<file path="src/voltage_detect_pkg.sv">
package voltage_detect_pkg;

  // ---------------------------------------------------------------
  // register map
  // ---------------------------------------------------------------
  localparam int ADDR_W = 12;
  localparam logic [11:0] CTRL_OFS = 12'hF85;
  localparam logic [11:0] FLAG_OFS = 12'hF86;
  localparam logic [11:0] MASK_OFS = 12'hF87;
  localparam logic [11:0] GIRQ_OFS = 12'hF88;

  // ---------------------------------------------------------------
  // field positions
  // ---------------------------------------------------------------
  localparam int DIR_BIT = 7;
  localparam int BGAP_BIT = 6;
  localparam int REF_BIT = 5;
  localparam int EN_BIT = 4;
  localparam int LVL_LSB = 0;
  localparam int LVL_W = 4;
  localparam int DETECT_BIT = 2;
  localparam int GIE_BIT = 7;

  // ---------------------------------------------------------------
  // reset values and constants
  // ---------------------------------------------------------------
  localparam logic [7:0] CTRL_RST = 8'h00;
  localparam logic [3:0] LVL_EXTERNAL = 4'hF;
  localparam int SYNC_STAGES = 2;

  typedef enum logic [0:0] {
    DIR_FALLING = 1'b0,
    DIR_RISING = 1'b1
  } direction_t;

endpackage : voltage_detect_pkg

</file>
<file path="src/sync_stages.sv">
`timescale 1ns/1ps
module sync_stages
  import voltage_detect_pkg::*;
#(
  parameter int WIDTH = 1,
  parameter int STAGES = SYNC_STAGES
) (
  // clock and reset
  input wire logic sys_clk,
  input wire logic rst_n,
  // asynchronous level in, synchronised level out
  input wire logic [WIDTH-1:0] async_in,
  output logic [WIDTH-1:0] sync_out
);

  logic [WIDTH-1:0] chain_q [STAGES];

  // first stage feeds only the next stage
  always_ff @(posedge sys_clk or negedge rst_n) begin
    if (!rst_n) begin
      for (int i = 0; i < STAGES; i++) begin
        chain_q[i] <= '0;
      end
    end else begin
      chain_q[0] <= async_in;
      for (int i = 1; i < STAGES; i++) begin
        chain_q[i] <= chain_q[i-1];
      end
    end
  end

  assign sync_out = chain_q[STAGES-1];

endmodule : sync_stages

</file>
<file path="src/trip_level_mux.sv">
`timescale 1ns/1ps
module trip_level_mux
  import voltage_detect_pkg::*;
(
  // level select
  input wire logic [LVL_W-1:0] level_sel,
  // comparator results per divider tap, and for the external pin
  input wire logic [14:0] tap_above,
  input wire logic ext_above,
  // selected comparator result
  output logic sel_above
);

  // ---------------------------------------------------------------
  // sixteen-way selector
  // ---------------------------------------------------------------
  function automatic logic pick(input logic [LVL_W-1:0] sel,
                                input logic [15:0] taps);
    pick = taps[sel];
  endfunction : pick

  // top code routes the external input in place of the divider
  assign sel_above = pick(level_sel, {ext_above, tap_above});

endmodule : trip_level_mux

</file>
<file path="src/voltage_detect_ctrl.sv">
`timescale 1ns/1ps
//
// Contract
// 8-bit control: direction, bandgap, reference, enable, level.
// direction 0 watches supply at or below trip; 1 at or above.
// detector powered only while detector_enable is set.
// reference_stable is read-only, set once settled after each enable.
// detect_flag cannot set until reference_stable is set.
// bandgap_stable is read-only and reflects band-gap stability.
// four-bit trip level selects one of sixteen trip points.
// level all ones feeds the comparator from the external trip input.
// a crossing in the selected direction sets detect_flag.
// interrupt needs flag, detect_irq_enable and global_irq_enable set.
// software clears detect_flag after enabling the detector.
// software disables, sets level, direction, enables, then clears flag.
// reference settling is an asynchronous ready input, not a count.
// excursions during settling need not be caught.
// detection runs in sleep; a crossing sets the flag and wakes (wake_q here also needs detect_irq_enable set).
// reset clears every control bit, leaving the detector off.
// clearing detector_enable clears reference_stable.
// comparator and ready inputs pass two flip-flop stages.
// detect_flag is sticky until software clears it.
module voltage_detect_ctrl
  import voltage_detect_pkg::*;
(
  // clock and reset
  input wire logic sys_clk,
  input wire logic rst_n,
  // register port
  input wire logic [ADDR_W-1:0] reg_addr,
  input wire logic [7:0] reg_wdata,
  input wire logic reg_wr,
  input wire logic reg_rd,
  output logic [7:0] reg_rdata_q,
  // analog comparator side, asynchronous
  input wire logic [14:0] tap_above,
  input wire logic ext_above,
  input wire logic ref_ready,
  input wire logic bandgap_ok,
  // analog control
  output logic detector_power_q,
  output logic [LVL_W-1:0] tap_select_q,
  output logic ext_input_sel_q,
  // system side
  output logic irq_q,
  output logic wake_q
);

  // ---------------------------------------------------------------
  // declarations
  // ---------------------------------------------------------------
  direction_t dir_q;
  logic enable_q;
  logic [LVL_W-1:0] level_q;
  logic ref_stable_q;
  logic bandgap_q;
  logic flag_q;
  logic flag_d;
  logic irq_en_q;
  logic gie_q;
  logic sel_above;
  logic above_s;
  logic ready_s;
  logic bandgap_s;
  logic hit;
  logic ctrl_wr;
  logic flag_clr;
  logic [7:0] ctrl_view;

  function automatic logic addr_is(input logic [ADDR_W-1:0] a,
                                   input logic [ADDR_W-1:0] ofs);
    addr_is = (a == ofs);
  endfunction : addr_is

  // ---------------------------------------------------------------
  // comparator selection and synchronisers
  // ---------------------------------------------------------------
  trip_level_mux u_mux (
    .level_sel(level_q),
    .tap_above(tap_above),
    .ext_above(ext_above),
    .sel_above(sel_above)
  );

  // ready is a level from the analog side, timed there, not here
  sync_stages #(
    .WIDTH(3),
    .STAGES(SYNC_STAGES)
  ) u_sync (
    .sys_clk(sys_clk),
    .rst_n(rst_n),
    .async_in({sel_above, ref_ready, bandgap_ok}),
    .sync_out({above_s, ready_s, bandgap_s})
  );

  // ---------------------------------------------------------------
  // control register
  // ---------------------------------------------------------------
  assign ctrl_wr = reg_wr && addr_is(reg_addr, CTRL_OFS);
  assign flag_clr = reg_wr && addr_is(reg_addr, FLAG_OFS) &&
                    reg_wdata[DETECT_BIT];

  always_ff @(posedge sys_clk or negedge rst_n) begin
    if (!rst_n) begin
      dir_q <= DIR_FALLING;
      enable_q <= CTRL_RST[EN_BIT];
      level_q <= CTRL_RST[LVL_LSB +: LVL_W];
    end else if (ctrl_wr) begin
      // status bits 6 and 5 are not written
      dir_q <= direction_t'(reg_wdata[DIR_BIT]);
      enable_q <= reg_wdata[EN_BIT];
      level_q <= reg_wdata[LVL_LSB +: LVL_W];
    end
  end

  // outputs to the analog side mirror the control fields
  assign detector_power_q = enable_q;
  assign tap_select_q = level_q;

  always_ff @(posedge sys_clk or negedge rst_n) begin
    if (!rst_n) begin
      ext_input_sel_q <= 1'b0;
    end else if (ctrl_wr) begin
      ext_input_sel_q <= (reg_wdata[LVL_LSB +: LVL_W] == LVL_EXTERNAL);
    end
  end

  // ---------------------------------------------------------------
  // status bits
  // ---------------------------------------------------------------
  always_ff @(posedge sys_clk or negedge rst_n) begin
    if (!rst_n) begin
      ref_stable_q <= 1'b0;
    end else if (!enable_q) begin
      ref_stable_q <= 1'b0;
    end else if (ready_s) begin
      ref_stable_q <= 1'b1;
    end
  end

  always_ff @(posedge sys_clk or negedge rst_n) begin
    if (!rst_n) begin
      bandgap_q <= 1'b0;
    end else begin
      bandgap_q <= bandgap_s;
    end
  end

  // ---------------------------------------------------------------
  // detection and sticky flag
  // ---------------------------------------------------------------
  // before settling the flag is held off, so brief excursions are lost
  assign hit = enable_q && ref_stable_q &&
               ((dir_q == DIR_RISING) ? above_s : !above_s);

  // set wins over a clear in the same cycle; runs in sleep as well
  assign flag_d = hit || (flag_q && !flag_clr);

  always_ff @(posedge sys_clk or negedge rst_n) begin
    if (!rst_n) begin
      flag_q <= 1'b0;
    end else begin
      flag_q <= flag_d;
    end
  end

  always_ff @(posedge sys_clk or negedge rst_n) begin
    if (!rst_n) begin
      irq_en_q <= 1'b0;
    end else if (reg_wr && addr_is(reg_addr, MASK_OFS)) begin
      irq_en_q <= reg_wdata[DETECT_BIT];
    end
  end

  always_ff @(posedge sys_clk or negedge rst_n) begin
    if (!rst_n) begin
      gie_q <= 1'b0;
    end else if (reg_wr && addr_is(reg_addr, GIRQ_OFS)) begin
      gie_q <= reg_wdata[GIE_BIT];
    end
  end

  // ---------------------------------------------------------------
  // interrupt and wake
  // ---------------------------------------------------------------
  always_ff @(posedge sys_clk or negedge rst_n) begin
    if (!rst_n) begin
      irq_q <= 1'b0;
      wake_q <= 1'b0;
    end else begin
      irq_q <= flag_q && irq_en_q && gie_q;
      // wake needs only the local enable; vectoring needs the global
      wake_q <= flag_q && irq_en_q;
    end
  end

  // ---------------------------------------------------------------
  // read port
  // ---------------------------------------------------------------
  assign ctrl_view = {dir_q, bandgap_q, ref_stable_q, enable_q, level_q};

  always_ff @(posedge sys_clk or negedge rst_n) begin
    if (!rst_n) begin
      reg_rdata_q <= 8'h00;
    end else if (reg_rd) begin
      unique case (reg_addr)
        CTRL_OFS: reg_rdata_q <= ctrl_view;
        FLAG_OFS: reg_rdata_q <= {5'h00, flag_q, 2'h0};
        MASK_OFS: reg_rdata_q <= {5'h00, irq_en_q, 2'h0};
        GIRQ_OFS: reg_rdata_q <= {gie_q, 7'h00};
        default: reg_rdata_q <= 8'h00;
      endcase
    end else begin
      reg_rdata_q <= 8'h00;
    end
  end
endmodule : voltage_detect_ctrl

</file>
<file path="config.mk">
export PLATFORM = sky130hd
export DESIGN_NAME = voltage_detect_ctrl
export DESIGN_NICKNAME = d
export VERILOG_FILES = /design/src/voltage_detect_pkg.sv /design/src/sync_stages.sv /design/src/trip_level_mux.sv /design/src/voltage_detect_ctrl.sv
export SDC_FILE = /design/constraint.sdc
export NUM_CORES = 1
export LEC_CHECK = 0
export BUFFER_PORTS_ARGS = -buffer_cell sky130_fd_sc_hd__buf_4
export CORE_UTILIZATION = 42
export CTS_BUF_LIST = sky130_fd_sc_hd__clkbuf_8
export DETAILED_ROUTE_END_ITERATION = 16
export GPL_ROUTABILITY_DRIVEN = 0
export PLACE_DENSITY = 0.77
export SLEW_MARGIN = 20
export SYNTH_ARGS = -nofsm -noshare
export SYNTH_HDL_FRONTEND = slang
export SYNTH_SLANG_ARGS = --single-unit
</file>
<file path="constraint.sdc">
create_clock -name sys_clk -period 1.4 [get_ports sys_clk]
set_clock_uncertainty 0.15 [all_clocks]
set_input_delay 0.07 -clock sys_clk [delete_from_list [all_inputs] [get_ports sys_clk]]
set_output_delay 0.07 -clock sys_clk [all_outputs]
set_load 0.01 [all_outputs]
</file>
; ---- After elaboration in Yosys (flattened, before gate mapping)
; Cells that the tools add are included.
[totals]
ff_bits = 28
word_cells = 41
input_bits = 42
output_inout_bits = 16
[classes]
reduce_logical = 13
mux = 7
eq_ne = 6
n_lt_le_gt_ge = 1
[op_table]
columns = operator, count
row1 = $eq 12x12->1 const B, 4
row2 = $pmux 8 s4, 1
row3 = $logic_and 1x1->1, 10
row4 = $mux 8, 1
row5 = $lt 4x5->1 const B, 1
row6 = $bmux 1 s4, 1
row7 = $eq 4x4->1 const B, 1
row8 = $mux 1, 4
row9 = $logic_not 1->1, 2
row10 = $ne 2x1->1 const B, 1
row11 = $logic_or 1x1->1, 1

; ---- Depth between registers and ports, before layout
[logic_depth]
ltp_word = 6
depth_mapped = 5
ltp_nobuf = 4

; ---- Hierarchy
; From an unflattened synthesis, not the netlist that was laid out.
[hier_totals]
cells_unflattened = 91
hier_area_um2 = 1271.2
[modules_own_cells]
columns = module, area_per_inst_um2, instances, cells_each, seq_area_each_um2
row1 = voltage_detect_ctrl, 963.4, 1, 75, 550.5
row2 = sync_stages, 172.7, 1, 9, 150.1
row3 = trip_level_mux, 135.1, 1, 7, 0.0

; ---- Worst setup path before layout
; Ideal clock, no wire load.
[synth_timing]
path_kind = register -> register
start = register level_q[0] (netlist: tap_select_q[0])
end = register u_sync.chain_q[5] (netlist name)
synth_period_minus_slack_ns = 1.647
n_path_buf = 1
arrival_ns = 1.367
setup_ns = 0.130
path_stages_with_launch = 6
required_time_ns = 1.120
slack_ns = -0.247
cell_sequence = dfrtp_1 buf_6 mux4_2 nor2b_4 a211oi_2 a21oi_1
[synth_between]
elab_chain_cells = 2
[synth_lines]
columns = element, line_no
row1 = from (decl), voltage_detect_ctrl.sv:54  ; logic [LVL_W-1:0] level_q;
row2 = from (signal assigned), voltage_detect_ctrl.sv:107  ; level_q <= CTRL_RST[LVL_LSB +: LVL_W];
row3 = from (signal assigned), voltage_detect_ctrl.sv:112  ; level_q <= reg_wdata[LVL_LSB +: LVL_W];
row4 = $bmux 1 s4, trip_level_mux.sv:19  ; pick = taps[sel];
row5 = $mux 1 (implied by the code), trip_level_mux.sv:19
row6 = named net sel_above, voltage_detect_ctrl.sv:61  ; logic sel_above;
row7 = "to (signal, indexed assignment)", sync_stages.sv:27  ; chain_q[i] <= chain_q[i-1];
row8 = to (decl), sync_stages.sv:16  ; logic [WIDTH-1:0] chain_q [STAGES];
; The timed path passes the listed nets, and every way through them passes these cells. The select of a mux whose other input is x is not followed.
; A chain may end at the register's enable or synchronous reset.

; ---- Worst setup path after layout
; Same ends and word-level chain as after synthesis.

==> impl_metrics.tcl <==
set metrics [dict create \
    top_level_pins 58 \
    crit_path_start_kind "register" \
    synth_top_cell_by_area "dfrtp_1" \
    synth-xor-area-share 0.00743 \
    port-buffer-count 55 \
    finalNetCount 199 \
    hold_start "reg_addr[0]" \
    worst-slew-pin-transition_ps 386 \
    detailedRoute.firstIterationViolations 12 \
    synth.area.mux_share 0.179 \
    root_buffer_cell "clkbuf_8" \
    worst_hold_class "in -> reg" \
    routed_wire_length_per_instance_um 13.3 \
    synth_edf_count 0 \
    hold_violations 0 \
    period_needed_ps 1550 \
    synthTopCellsByArea "dfrtp_1 (59%), mux2_1 (8.6%), mux4_2 (7.6%)" \
    synth_cell_types 27 \
    worst-endpoint-arrival_ps 1560 \
    cts_setup_buffers 0 \
    worstPathRequired_ps 1400 \
    routed_wirelength_um 2470 \
    end_kind "register" \
    drtPass1Iterations 3 \
    num_vias 898 \
    route.antenna.remaining_nets 0 \
    ys_top_cells_by_count "dfrtp_1 (28), mux2_1 (9), and2_1 (7)" \
    setup-violations-final 1 \
    drv_cap 0 \
    rr_startpoint "tap_select_q[0]$_DFFE_PN0P_" \
    groute.usage.overall 0.182 \
    syn-cell-area_mm2 0.00118 \
    yosys_register_bits 28 \
    core_area_mm2 0.00257 \
    worst_path_max_delay_cell "mux4_2" \
    worstSetupStartpoint "tap_select_q[0]$_DFFE_PN0P_" \
    setup_ws_ps -154 \
    finalCritPeriodShare 1.11 \
    synthDominantCellAreaShare 0.594 \
    critical-path-max-stage-delay_ps 510 \
    critical_path_class "reg -> reg" \
    synth_top_flop_cell "dfrtp_1" \
    cts_tree "yes" \
    fp.dieArea_mm2 0.00302 \
    nets_in_the_synthesized_netlist 123 \
    worstSkewPairLatency_ps 270 \
    vdd.ir_drop.worst_mv 0.615 \
    power_density_mw_per_mm2 872 \
    fmax_mhz 643 \
    clk_pin_slew_worst_paths_ps 90 \
    grt_overflow_total 0 \
    dieHeight_um 55.0 \
    core.rowCount 18 \
    first_pass_grt_wire_length_um 3770 \
    number_of_antenna_violations_at_the_first_check_in_global_routing 0 \
    post-layout-total-power_mw 1.61 \
    max-slew-margin-rel 0.739 \
    critical_path_peak_fanout 6 \
    vias_per_cell 4.83 \
    vias_in_the_first_global_route 842 \
    ys_seq_area_frac 0.594 \
    power.static_leakage_nw 0.945 \
    synth_simple_gate_area_share 0.162 \
    ys.warnings.count 0 \
    violated_checks "setup timing" \
    cts.htree.levels 1 \
    synth-compound-area-share 0.0403 \
    share_of_cells_above_drive_strength_1 0.487 \
    unrepaired_setup_endpoints_after_global_routing "yes" \
    grt_start_max_net_pins 29 \
    tritoncts_num_sinks 28 \
    maxSlewViolCount 0 \
    syn_avg_cell_area_um2 14.6 \
    drc_errors 0 \
    dp_slack_ps -223 \
    start_util 0.459 \
    antenna-diode-count 0 \
    maximum_buffer_depth_of_the_clock_tree 2 \
    most_used_standard_cell_by_instance_count_after_synthesis "dfrtp_1" \
    die-width_um 55.0 \
    yosys.area_share.adder 0 \
    postSynthCellCount 81 \
    numCtsBuffers 3 \
    ys_async_sr_fraction 1.00 \
    crit_chain "mux4_2 > nor2b_4 > a211oi_2 > a21oi_1" \
    synth_top_family_by_area "multiplexers" \
    status "complete, but fails checks" \
    synthToLayoutAreaGrowth_pct 56.4 \
]
power by group:
part	internal [mW]	total [mW]	leakage [nW]	switching, mW
Clock	0.382	0.622	0.0357	0.240
Combinational	0.110	0.162	0.541	0.0518
Sequential	0.819	0.823	0.368	0.00380
Total	1.31	1.61	0.945	0.295
kinds of logic after synthesis:
| kind of cell | count (synthesis) |
|---|---|
| DFF | 28 |
| xor gates and xnor gates | 1 |
| buffers and inverters | 3 |
| and+or+nand+nor | 28 |
| muxes | 15 |
| AOI/OAI and AO/OA | 6 |
cells in the final DEF, fill, tap and decap left out, types with 2 or more instances in the layout:
| master | synthesis | routed |
|---|---|---|
| mux2_1 | 9 | 9 |
| nor3_1 | 2 | 2 |
| nand4_1 | 2 | 2 |
| mux2i_1 | 2 | 2 |
| a21oi_1 | 2 | 2 |
| dlygate4sd3_1 | 0 | 10 |
| dfrtp_1 | 28 | 27 |
| buf_4 | 0 | 62 |
| and2_1 | 7 | 7 |
| nand2_1 | 4 | 4 |
| and3_1 | 2 | 2 |
| inv_1 | 2 | 2 |
| nor2_1 | 2 | 2 |
| mux4_2 | 4 | 4 |
| clkbuf_8 | 0 | 3 |
layout make-up:
| type | count | area, um^2 |
|---|---|---|
| Tap cell | 30 | 37.5 |
| Multi-Input combinational cell | 50 | 459 |
| Timing Repair Buffer | 72 | 566 |
| Sequential cell | 28 | 702 |
| Inverter | 2 | 7.51 |
| Fill cell | 180 | 724 |
| Clock inverter | 1 | 30.0 |
| Clock buffer | 3 | 41.3 |
critical path: cells and delay by family, from the launching register on:
| family | cells | cell delay (ps) |
|---|---|---|
| DFF | 1 | 460 |
| and+or+nand+nor | 1 | 140 |
| AOI/OAI and AO/OA | 2 | 190 |
| muxes | 1 | 510 |
per-stage QoR:
stage	cells	util	hold WS [ps]	instance area [um^2]	TNS, ps
final	186	0.718	13.5	1840	-154
after global routing	186	0.718	24.1	1840	-197
after CTS	186	0.718	4.47	1840	-158
after detailed placement	172	0.651	-144	1670	-752
after global placement	172	0.651	-149	1670	-601
after floorplan	81	-	-376	1180	-198
sequential cells by signal, indices dropped and copies added, names as in the netlist, 3 cells and up:
register         flops
reg_rdata_q          8
tap_select_q         4
u_sync.chain_q       3
u_sync.sync_out      3
path summary, 6_finish.rpt:
check,end,slack [ps],depth (start not counted)
max in group asynchronous,tap_select_q[0]$_DFFE_PN0P_,720,2
setup reg to reg,u_sync.chain_q[5]$_DFF_PN0_,-150,4
hold / removal,reg_rdata_q[2]$_DFF_PN0_,10,3
min in group asynchronous,reg_rdata_q[5]$_DFF_PN0_,100,2
hold reg to reg,u_sync.sync_out[1]$_DFF_PN0_,210,0
setup / recovery,u_sync.chain_q[5]$_DFF_PN0_,-150,4
routing by layer:
metal,up-vias,GRT usage,part of all wire
met2,37,0.329,0.52
met4,0,0.0375,0
met1,419,0.221,0.41
met3,0,0.0410,0.064
li1,442,-,-
met5,-,0,0
repair_timing:
action	in CTS	in global routing
gates resized for setup	1	0
endpoints found under the hold margin	41	0
hold buffers	10	0
setup endpoints to repair	1	1
No activity file was read; power rests on OpenSTA's default activity.
